--- config.mk ---
export PLATFORM = sky130hd
export DESIGN_NAME = flash_host
export DESIGN_NICKNAME = d
export VERILOG_FILES = /design/src/rtl/flash_seq_pkg.sv /design/src/rtl/flash_host.sv
export VERILOG_INCLUDE_DIRS = /design/src /design/src/rtl
export SDC_FILE = /design/constraint.sdc
export NUM_CORES = 1
export LEC_CHECK = 0
export CAP_MARGIN = 20
export CORE_MARGIN = 3
export CORE_UTILIZATION = 68
export DETAILED_ROUTE_END_ITERATION = 7
export DONT_BUFFER_PORTS = 1
export PLACE_DENSITY = 0.95
export SLEW_MARGIN = 30
export SYNTH_ARGS = -nofsm -noshare
export SYNTH_HDL_FRONTEND = slang
export SYNTH_SLANG_ARGS = --single-unit
--- constraint.sdc ---
create_clock -name sys_clk -period 6.3 [get_ports sys_clk]
set_clock_uncertainty 0.15 [all_clocks]
set_input_delay 1.89 -clock sys_clk [delete_from_list [all_inputs] [get_ports sys_clk]]
set_output_delay 1.89 -clock sys_clk [all_outputs]
set_load 0.01 [all_outputs]
--- src/rtl/flash_seq_map.svh ---
// Constants for the parallel flash command sequencer host.
`ifndef FLASH_SEQ_MAP_SVH
`define FLASH_SEQ_MAP_SVH
`define UNLOCK_ADDR1 17'h05555
`define UNLOCK_ADDR2 17'h02AAA
`define UNLOCK_DATA1 8'hAA
`define UNLOCK_DATA2 8'h55
`define CMD_SETUP 8'h80
`define CMD_ERASE 8'h10
`define CMD_PROGRAM 8'hA0
`define CMD_LOCKOUT 8'h40
`define CMD_ID_ENTRY 8'h90
`define CMD_ID_EXIT 8'hF0
`define LOCK_STATUS_ADDR 17'h00002
`define BOOT_BLOCK_LAST 17'h01FFF
`define POLL_BIT 7
`define TOGGLE_BIT 6
`define LOCK_STATUS_BIT 0
`define CLK_PERIOD_NS 20
`define STROBE_LOW_NS 100
`define STROBE_LOW_CYC ((`STROBE_LOW_NS + `CLK_PERIOD_NS - 1) / `CLK_PERIOD_NS)
`define GAP_NS 40
`define GAP_CYC ((`GAP_NS + `CLK_PERIOD_NS - 1) / `CLK_PERIOD_NS)
`define READ_NS 120
`define READ_CYC ((`READ_NS + `CLK_PERIOD_NS - 1) / `CLK_PERIOD_NS)
`endif

--- src/rtl/flash_seq_pkg.sv ---
// Types for the parallel flash command sequencer host.
package flash_seq_pkg;
  typedef enum logic [2:0] {
    OP_READ = 3'h0,
    OP_PROGRAM = 3'h1,
    OP_ERASE = 3'h2,
    OP_LOCKOUT = 3'h3,
    OP_ID_ENTRY = 3'h4,
    OP_ID_EXIT = 3'h5,
    OP_ID_EXIT_SHORT = 3'h6,
    OP_LOCK_QUERY = 3'h7
  } op_t;
  typedef struct packed {
    op_t op;
    logic [16:0] addr;
    logic [7:0] data;
  } req_t;
  typedef struct packed {
    logic [16:0] addr;
    logic [7:0] data;
  } bus_cycle_t;
endpackage
--- src/rtl/flash_host.sv ---
// Host controller that drives a parallel flash through its pins.
`timescale 1ns/100ps
`include "flash_seq_map.svh"
module flash_host
  import flash_seq_pkg::*;
#(
  parameter int STROBE_CYC = `STROBE_LOW_CYC,
  parameter int GAP_CYCLES = `GAP_CYC,
  parameter int READ_CYCLES = `READ_CYC
) (
  // Clock and reset.
  input wire logic sys_clk,
  input wire logic rst,
  // Request side.
  input wire logic req_valid,
  input wire req_t req,
  output logic req_ready,
  output logic done,
  output logic [7:0] rd_data,
  output logic locked,
  // Flash pins.
  output logic [16:0] address_pins,
  output logic chip_sel_n,
  output logic out_en_n,
  output logic write_n,
  output logic [7:0] data_pins_o,
  output logic data_pins_oe_n,
  input wire logic [7:0] data_pins_i
);

  // ************************************************************
  // State and registers
  // ************************************************************
  typedef enum logic [5:0] {
    ST_IDLE = 6'b000001,
    ST_WSETUP = 6'b000010,
    ST_WLOW = 6'b000100,
    ST_WGAP = 6'b001000,
    ST_READ = 6'b010000,
    ST_POLL = 6'b100000
  } state_t;

  state_t state_reg, state_next;
  req_t cur_reg;
  logic [2:0] step_reg;
  logic [7:0] cnt_reg;
  logic [7:0] prev_reg;
  logic have_prev_reg;

  // ************************************************************
  // Sequence decode
  // ************************************************************
  // Number of bus writes each operation needs, a plain read gives none, a lock query falls to 3 but never uses it.
  wire [2:0] seq_len =
    (cur_reg.op == OP_ERASE || cur_reg.op == OP_LOCKOUT) ? 3'h6 :
    (cur_reg.op == OP_PROGRAM) ? 3'h4 :
    (cur_reg.op == OP_ID_EXIT_SHORT) ? 3'h1 :
    (cur_reg.op == OP_READ) ? 3'h0 : 3'h3;
  wire is_read_op = (cur_reg.op == OP_READ) || (cur_reg.op == OP_LOCK_QUERY);
  wire busy_op = (cur_reg.op == OP_PROGRAM) || (cur_reg.op == OP_ERASE);
  // Final command byte of a multi-write sequence.
  wire [7:0] final_cmd =
    (cur_reg.op == OP_ERASE) ? `CMD_ERASE :
    (cur_reg.op == OP_LOCKOUT) ? `CMD_LOCKOUT :
    (cur_reg.op == OP_ID_ENTRY) ? `CMD_ID_ENTRY : `CMD_ID_EXIT;
  // Step of the write about to be set up; in the gap the counter has not advanced yet,
  // so the next pattern is loaded before the strobe and stays put through it.
  wire [2:0] step_sel = (state_reg == ST_WGAP) ? step_reg + 3'h1 : step_reg;
  // Pattern of each write; steps 0, 1, 3 and 4 unlock, steps 2 and 5 write commands, a program's step 3 writes the data, a short exit's step 0 writes its command.
  bus_cycle_t wr_cyc;
  always_comb begin
    wr_cyc = '{addr: `UNLOCK_ADDR1, data: `UNLOCK_DATA1};
    if (cur_reg.op == OP_ID_EXIT_SHORT) begin
      wr_cyc = '{addr: cur_reg.addr, data: `CMD_ID_EXIT};
    end else if (step_sel == 3'h1 || step_sel == 3'h4) begin
      wr_cyc = '{addr: `UNLOCK_ADDR2, data: `UNLOCK_DATA2};
    end else if (step_sel == 3'h2) begin
      wr_cyc = '{addr: `UNLOCK_ADDR1,
        data: (seq_len == 3'h6) ? `CMD_SETUP :
              (seq_len == 3'h4) ? `CMD_PROGRAM : final_cmd};
    end else if (step_sel == 3'h3 && seq_len == 3'h4) begin
      wr_cyc = '{addr: cur_reg.addr, data: cur_reg.data};
    end else if (step_sel == 3'h5) begin
      wr_cyc = '{addr: `UNLOCK_ADDR1, data: final_cmd};
    end
  end
  wire last_step = (step_reg == seq_len - 3'h1);
  wire cnt_hit = (cnt_reg == 8'h00);
  // Completion: bit 6 stops toggling between two successive reads.
  wire settled = have_prev_reg &&
    (prev_reg[`TOGGLE_BIT] == data_pins_i[`TOGGLE_BIT]);
  // One cycle with output-enable released after each poll sample, so each read is distinct.
  wire poll_gap = (state_reg == ST_POLL) && cnt_hit;

  // ************************************************************
  // Next state
  // ************************************************************
  always_comb begin
    state_next = state_reg;
    case (state_reg)
      ST_IDLE: begin
        if (req_valid) begin
          state_next = (req.op == OP_READ || req.op == OP_LOCK_QUERY) ? ST_READ : ST_WSETUP;
        end
      end
      ST_WSETUP: begin
        state_next = ST_WLOW;
      end
      ST_WLOW: begin
        if (cnt_hit) begin
          state_next = ST_WGAP;
        end
      end
      ST_WGAP: begin
        if (cnt_hit) begin
          if (!last_step) begin
            state_next = ST_WSETUP;
          end else if (busy_op) begin
            state_next = ST_POLL;
          end else begin
            state_next = ST_IDLE;
          end
        end
      end
      ST_READ: begin
        if (cnt_hit) begin
          state_next = ST_IDLE;
        end
      end
      ST_POLL: begin
        if (cnt_hit && settled) begin
          state_next = ST_IDLE;
        end
      end
      default: begin
        state_next = ST_IDLE;
      end
    endcase
  end

  // ************************************************************
  // Sequencing registers
  // ************************************************************
  // Counter reloads on entry to ST_WLOW, ST_WGAP, ST_READ and ST_POLL so each phase is timed alone.
  always_ff @(posedge sys_clk) begin
    if (rst) begin
      state_reg <= ST_IDLE;
      cur_reg <= '0;
      step_reg <= 3'h0;
      cnt_reg <= 8'h00;
    end else begin
      state_reg <= state_next;
      if (state_reg == ST_IDLE && req_valid) begin
        cur_reg <= req;
        step_reg <= 3'h0;
      end else if (state_reg == ST_WGAP && cnt_hit) begin
        step_reg <= step_reg + 3'h1;
      end
      if (state_next == ST_WLOW && state_reg != ST_WLOW) begin
        cnt_reg <= 8'(STROBE_CYC - 1);
      end else if (state_next == ST_WGAP && state_reg != ST_WGAP) begin
        cnt_reg <= 8'(GAP_CYCLES - 1);
      end else if ((state_next == ST_READ || state_next == ST_POLL) && state_reg != state_next) begin
        cnt_reg <= 8'(READ_CYCLES - 1);
      end else if (state_reg == ST_POLL && cnt_hit) begin
        cnt_reg <= 8'(READ_CYCLES - 1);
      end else if (!cnt_hit) begin
        cnt_reg <= cnt_reg - 8'h01;
      end
    end
  end

  // ************************************************************
  // Pin drive
  // ************************************************************
  // Output-enable stays high through writes so programs are not inhibited.
  always_ff @(posedge sys_clk) begin
    if (rst) begin
      address_pins <= 17'h00000;
      chip_sel_n <= 1'b1;
      out_en_n <= 1'b1;
      write_n <= 1'b1;
      data_pins_o <= 8'h00;
      data_pins_oe_n <= 1'b1;
    end else begin
      chip_sel_n <= !(state_next == ST_WLOW || state_next == ST_READ || state_next == ST_POLL);
      write_n <= !(state_next == ST_WLOW);
      out_en_n <= !(state_next == ST_READ || (state_next == ST_POLL && !poll_gap));
      // Data is driven across setup, strobe and gap so it is stable at the rising edge.
      data_pins_oe_n <= !(state_next == ST_WSETUP || state_next == ST_WLOW ||
        state_next == ST_WGAP);
      if (state_reg == ST_WSETUP || (state_reg == ST_WGAP && state_next == ST_WSETUP)) begin
        address_pins <= wr_cyc.addr;
        data_pins_o <= wr_cyc.data;
      end else if (state_reg == ST_IDLE && state_next == ST_WSETUP) begin
        address_pins <= (req.op == OP_ID_EXIT_SHORT) ? req.addr : `UNLOCK_ADDR1;
        data_pins_o <= (req.op == OP_ID_EXIT_SHORT) ? `CMD_ID_EXIT : `UNLOCK_DATA1;
      end else if (state_reg == ST_IDLE && state_next == ST_READ) begin
        address_pins <= (req.op == OP_LOCK_QUERY) ? `LOCK_STATUS_ADDR : req.addr;
      end else if (state_next == ST_POLL && state_reg != ST_POLL) begin
        address_pins <= cur_reg.addr;
      end
    end
  end

  // ************************************************************
  // Answers
  // ************************************************************
  // Each poll read is ended with an output-enable release so the device sees separate reads.
  always_ff @(posedge sys_clk) begin
    if (rst) begin
      req_ready <= 1'b0;
      done <= 1'b0;
      rd_data <= 8'h00;
      locked <= 1'b0;
      prev_reg <= 8'h00;
      have_prev_reg <= 1'b0;
    end else begin
      req_ready <= (state_next == ST_IDLE);
      done <= (state_reg != ST_IDLE) && (state_next == ST_IDLE);
      if (state_reg == ST_POLL && state_next != ST_POLL) begin
        have_prev_reg <= 1'b0;
      end else if (state_reg == ST_POLL && cnt_hit) begin
        prev_reg <= data_pins_i;
        have_prev_reg <= 1'b1;
      end
      if ((state_reg == ST_READ || state_reg == ST_POLL) && cnt_hit) begin
        rd_data <= data_pins_i;
      end
      if (state_reg == ST_READ && cnt_hit && is_read_op && cur_reg.op == OP_LOCK_QUERY) begin
        locked <= data_pins_i[`LOCK_STATUS_BIT];
      end
    end
  end

endmodule

==> results.sh, run 1 <==
export IMPL_critical_path_required_ps=6420
export IMPL_drt_iter0_drc=439
export IMPL_r2r_slack_ps=2370
export IMPL_layout_cells_most_common_list="nand2_1 (97), dfxtp_1 (87), a21oi_1 (58)"
export IMPL_syn_inst=532
export IMPL_yosys_top_cells_area="dfxtp_1 (40%), nand2_1 (8.4%), a21oi_1 (6.7%)"
export IMPL_status="finished clean"
export IMPL_die_height_um=86.1
export IMPL_synth_nets=575
export IMPL_timing_setup_critical_path_class="in -> reg"
export IMPL_placement_io_buffers=0
export IMPL_timing_critical_path_to="address_pins[5]"
export IMPL_cp_start_kind="input pin"
export IMPL_synth_yosys_warnings=0
export IMPL_min_path_type="reg -> reg"
export IMPL_core_area_um2=6060
export IMPL_cts_max_path_buffers=2
export IMPL_yosys_cell_types_count=69
export IMPL_via_count_of_the_first_global_routing_pass=3604
export IMPL_tritoncts_clock_tree="built"
export IMPL_grt_most_used_layer="met2"
export IMPL_post_cts_resized_instances=0
export IMPL_detailedRoute_firstPassIterationCount=6
export IMPL_cts_repair_timing_setup_buffer_count=0
export IMPL_postPlaceCellArea_um2=4260
export IMPL_cts_buffers_inserted=9
export IMPL_relSlewSlack=0.363
export IMPL_crit_reg2reg_launch="cnt_reg[0]"
export IMPL_numClockSinks=87
export IMPL_nets=548
export IMPL_n_antenna_cell=0
export IMPL_synth_yosys_seq_area_share=0.400
export IMPL_final_setup_viol_count=0
export IMPL_remaining_global_route_overflow=0
export IMPL_route_vias_total=3902
export IMPL_gr_usage_all_layers=0.281
export IMPL_cts_root_buf="clkbuf_8"
export IMPL_drive_above_1_share=0.0824
export IMPL_die_extent_in_x_um=86.1
export IMPL_met2_track_demand_over_resource_in_global_routing=0.460
export IMPL_report_final_slew_viol_count=0
export IMPL_syn_area_per_cell_um2=8.19
export IMPL_detailed_place_hpwl_um=6890
export IMPL_worst_setup_path_end_kind="register"
export IMPL_final_instance_count_excl_fill=585
export IMPL_cp_startpoint="req[27]"
export IMPL_worstRegToRegCells=9
export IMPL_ys_seq_elements=87
export IMPL_cp_data_arrival_time_ps=4230
export IMPL_finalCriticalPeriod_ps=4110
export IMPL_synth_flop_cell="dfxtp_1"
export IMPL_setup_repair_after_global_routing_missed_its_margin="no"
export IMPL_power_leakage_nw=1.54
export IMPL_place_congestion=0.939
export IMPL_h_tree_depth=3
export IMPL_netlist_area_um2=4360
export IMPL_grt_pass1_wl_um=16900
export IMPL_remaining_drc_errors=0
export IMPL_post_drt_wl_per_cell_um=17.4
export IMPL_ctsHoldBuffers=0
export IMPL_ioPinCount=79
export IMPL_post_synth_edffs=0
export IMPL_groute_layer_met3_usage=0.0845
export IMPL_mostFrequentLayoutCell="nand2_1"
export IMPL_post_route_period_util=0.652
export IMPL_tns_ps=0
export IMPL_initial_antenna_violation_count=0
export IMPL_initial_utilization=0.719
export IMPL_final_hold_violation_count=0
export IMPL_share_seq_of_total_power=0.465
export IMPL_vdd_ir_drop_worst_mv=0.222
export IMPL_die_area_um2=7410
export IMPL_synth_async_sr_flop_share=0
export IMPL_power_share_clock=0.271
export IMPL_timing_worst_slew_pin_value_ps=951
export IMPL_insertion_delay_ps=360
export IMPL_maxCapViolCount=0
export IMPL_area_growth_pct=2.67
export IMPL_route_detailed_vias_per_inst=6.67
export IMPL_yosys_top_cell_by_area="dfxtp_1"
export IMPL_timing_rr_end="address_pins[5]"
export IMPL_grt_max_degree=79
export IMPL_internal_power_mw=0.960
export IMPL_power_per_cell_area_nw_per_um2=336
export IMPL_detail_route_antenna_nets=0
export IMPL_logic_gate_share_of_total_power=0.264
export IMPL_final_area_um2=4470
export IMPL_clock_fmax_mhz=243
export IMPL_clkSlewWorstSetupHoldPaths_ps=90
export IMPL_grtUsageMet1=0.345
export IMPL_synth_top_cell_area_share=0.400
export IMPL_netSwitchingFraction=0.362
export IMPL_drt_total_wl_um=10200
export IMPL_dp_cells=569
export IMPL_number_of_flip_flops_under_the_largest_register_name=28
export IMPL_row_count=28
export IMPL_timing_critical_path_fanout_max=17
export IMPL_switching_power_mw=0.544
==> worst max-delay path, stage by stage <==
cell       delay (ps)
or3_1             510
nand3_1           160
and3_1            250
nand4bb_1         630
and2_4            480
a221oi_1          300
==> metrics by stage <==
step	power [mW]	util	hold WS, ps	worst slack (ps)
floorplan	1.04	-	282	2500
detailed placement	1.10	0.703	288	1840
CTS	1.51	0.738	302	2200
global route	1.60	0.738	318	1990
global placement	1.08	0.703	282	1960
finish	1.50	0.738	300	2190
==> layout make-up <==
type                            instances  area, um2
Fill cell                             462       1590
Sequential cell                        87       1740
Tap cell                               75       93.8
Multi-Input combinational cell        387       2340
Timing Repair Buffer                    2       15.0
Clock buffer                            9        124
Clock inverter                          7       88.8
Inverter                               18       67.6
==> kinds of logic (layout without fill, tap and decap cells) <==
kind of cell               after synthesis  in the layout  synth area share
buffers and inverters                   58             36            0.0626
DFF                                     87             87             0.400
xor gates and xnor gates                15             15            0.0301
muxes                                   11             11            0.0261
and+or+nand+nor                        214            214             0.252
adders and majority gates                4              4            0.0115
AOI/OAI and AO/OA                      143            143             0.218
==> power by group through the flow <==
stage          Sequential [mW]  Clock (mW)  Combinational, mW
6_report                 0.700       0.408              0.396
5_1_grt                  0.709       0.443              0.444
3_5_place_dp             0.712           0              0.386
4_1_cts                  0.699       0.415              0.393
3_3_place_gp             0.710           0              0.367
2_1_floorplan            0.688           0              0.357
==> synth_stat cells (3+ instances only) <==
master / n
a21oi_1: 58
a221oi_1: 4
a221oi_2: 4
a222oi_1: 4
a22oi_1: 6
a31oi_1: 3
and2_1: 3
buf_2: 11
buf_6: 3
clkbuf_1: 22
dfxtp_1: 87
ha_1: 4
inv_1: 18
mux2i_1: 10
nand2_1: 97
nand3_1: 13
nand4b_1: 10
nor2_1: 37
nor2b_1: 8
nor3_1: 14
nor4b_1: 4
o211ai_1: 11
o21ai_0: 13
o21ai_1: 9
o22ai_1: 7
o31ai_1: 4
xnor2_1: 10
xor2_1: 5
==> how the worst min path moves through the flow <==
stage	slack, ps	endpoint	cells after the start	start
2_1_floorplan	280	cur_reg[11]	2	cur_reg[11]
3_3_place_gp	280	cur_reg[13]	2	cur_reg[13]
3_5_place_dp	290	cur_reg[13]	2	cur_reg[13]
4_1_cts	300	cur_reg[13]	2	cur_reg[13]
5_1_grt	320	cur_reg[20]	2	cur_reg[20]
6_report	300	cur_reg[13]	2	cur_reg[13]
==> per-layer routing <==
| metal | wire (um) | part of all wire | vias up |
|---|---|---|---|
| met4 | 214 | 0.021 | 0 |
| li1 | - | - | 1837 |
| met5 | 0 | 0 | - |
| met1 | 3920 | 0.39 | 1807 |
| met3 | 984 | 0.097 | 34 |
| met2 | 5040 | 0.50 | 224 |
Note: power is estimated with default switching activity, not from simulation.
==> inputs of run 2 (changes only) <==
- CORE_UTILIZATION: 68 -> 57
- PLACE_DENSITY: 0.95 -> 0.86
- clock period: 6.3 -> 3.5 ns (I/O delays scaled with it)
==> run 2 against run 1 <==
- die area rose by 18%
- critical path depth increased by 5
- global-route usage down 3.6 points
- critical path type is now reg -> reg
- setup slack got worse by 1900 ps
- sequential power up 80%
- design area rose by 2.5%
- clock power increased by 81%
==> results.sh, run 2 (synthesis results as in run 1) <==
export IMPL_cts_buffers_inserted=9
export IMPL_die_height_um=93.4
export IMPL_grt_max_degree=79
export IMPL_status="finished clean"
export IMPL_timing_worst_slew_pin_value_ps=792
export IMPL_internal_power_mw=1.77
export IMPL_cts_root_buf="clkbuf_8"
export IMPL_placement_io_buffers=0
export IMPL_netSwitchingFraction=0.356
export IMPL_worst_setup_path_end_kind="register"
export IMPL_n_antenna_cell=0
export IMPL_relSlewSlack=0.472
export IMPL_cts_repair_timing_setup_buffer_count=0
export IMPL_min_path_type="reg -> reg"
export IMPL_numClockSinks=87
export IMPL_dp_cells=602
export IMPL_finalCriticalPeriod_ps=3190
export IMPL_die_extent_in_x_um=93.4
export IMPL_timing_critical_path_fanout_max=14
export IMPL_detailedRoute_firstPassIterationCount=6
export IMPL_post_drt_wl_per_cell_um=16.7
export IMPL_share_seq_of_total_power=0.459
export IMPL_drive_above_1_share=0.102
export IMPL_detailed_place_hpwl_um=7330
export IMPL_switching_power_mw=0.977
export IMPL_number_of_flip_flops_under_the_largest_register_name=28
export IMPL_remaining_global_route_overflow=0
export IMPL_area_growth_pct=5.23
export IMPL_die_area_um2=8730
export IMPL_tns_ps=0
export IMPL_tritoncts_clock_tree="built"
export IMPL_preCtsSetupSlack_ps=263
export IMPL_clkSlewWorstSetupHoldPaths_ps=90
export IMPL_nets=557
export IMPL_mostFrequentLayoutCell="nand2_1"
export IMPL_timing_setup_critical_path_class="reg -> reg"
export IMPL_pwr_total_mw=2.75
export IMPL_cts_max_path_buffers=2
export IMPL_gr_usage_all_layers=0.245
export IMPL_route_vias_total=3791
export IMPL_logic_gate_share_of_total_power=0.272
export IMPL_final_setup_worst_slack_ps=309
export IMPL_utilization=0.626
export IMPL_maxCapViolCount=0
export IMPL_final_instance_count_excl_fill=618
export IMPL_post_route_period_util=0.912
export IMPL_critical_path_required_ps=3590
export IMPL_grt_pass1_wl_um=17300
export IMPL_layout_cells_most_common_list="nand2_1 (97), dfxtp_1 (87), a21oi_1 (58)"
export IMPL_drt_iter0_drc=365
export IMPL_cp_data_arrival_time_ps=3280
export IMPL_place_congestion=0.927
export IMPL_power_leakage_nw=1.59
export IMPL_ioPinCount=79
export IMPL_h_tree_depth=3
export IMPL_setup_repair_after_global_routing_missed_its_margin="no"
export IMPL_detail_route_antenna_nets=0
export IMPL_route_detailed_vias_per_inst=6.13
export IMPL_final_hold_violation_count=0
export IMPL_cp_start_kind="register"
export IMPL_vdd_ir_drop_worst_mv=0.264
export IMPL_initial_antenna_violation_count=0
export IMPL_via_count_of_the_first_global_routing_pass=3548
export IMPL_core_area_um2=7330
export IMPL_remaining_drc_errors=0
export IMPL_final_setup_viol_count=0
export IMPL_initial_utilization=0.594
export IMPL_power_per_cell_area_nw_per_um2=599
export IMPL_power_share_clock=0.269
export IMPL_report_final_slew_viol_count=0
export IMPL_insertion_delay_ps=360
export IMPL_clock_fmax_mhz=313
export IMPL_drt_total_wl_um=10300
export IMPL_row_count=31
run 2: cell types whose count changed in the layout (fill, tap and decap cells not counted), sizes merged:
cell / previous run / this run
buf: 2 / 11
clkinv: 1 / 3
inv: 22 / 20
clkbuf: 9 / 10
clkinvlp: 1 / 0
run 2: power groups by stage:
stage                     clock (mW)  sequential, mW  combinational (mW)
after detailed placement           0            1.28               0.733
after CTS                      0.746            1.26               0.737
after floorplan                    0            1.24               0.643
final                          0.737            1.26               0.748
after global routing           0.797            1.28               0.837
after global placement             0            1.28               0.703
run 2: area by class of cell:
| cell class | instances | area, um2 |
|---|---|---|
| clock buffers | 10 | 138 |
| fillers | 617 | 2750 |
| repair buffers | 11 | 82.6 |
| multi-input cells | 387 | 2360 |
| inverters | 18 | 67.6 |
| flip-flops and latches | 87 | 1740 |
| well taps | 99 | 124 |
| clock inverters | 6 | 76.3 |
run 2: final timing paths:
path	end	cells past startpoint	slack (ps)	start
worst max register to register	address_pins[15]	11	310	cur_reg[26]
worst min-delay path	cur_reg[3]	2	310	cur_reg[3]
worst min register to register	cur_reg[3]	2	310	cur_reg[3]
worst max-delay path	address_pins[15]	11	310	cur_reg[26]
run 2: routing by layer:
layer | up-vias | GRT usage | share of wire
li1 | 1850 | - | -
met5 | - | 0 | 0
met4 | 0 | 0.0623 | 0.010
met2 | 169 | 0.382 | 0.47
met3 | 12 | 0.0692 | 0.082
met1 | 1760 | 0.335 | 0.44
run 2: metrics by stage:
stage	instance area, um2	hold WS (ps)
global placement	4360	284
finish	4590	309
detailed placement	4360	292
CTS	4570	304
floorplan	4360	282
global route	4590	320
run 2: worst max-delay path: stages (launching register included):
cell,delay (ps)
dfxtp_1,500
nor2b_1,240
a21oi_1,100
ha_1,320
xnor2_1,150
nand3_1,190
o21ai_0,200
and3_1,270
nand4bb_1,210
buf_4,260
a222oi_1,400
a211oi_2,80
run 2: what timing repair did:
| item | CTS | global route |
|---|---|---|
| setup endpoints to repair | 0 | 7 |
| hold buffers | 0 | 0 |
| resized for setup | 0 | 2 |
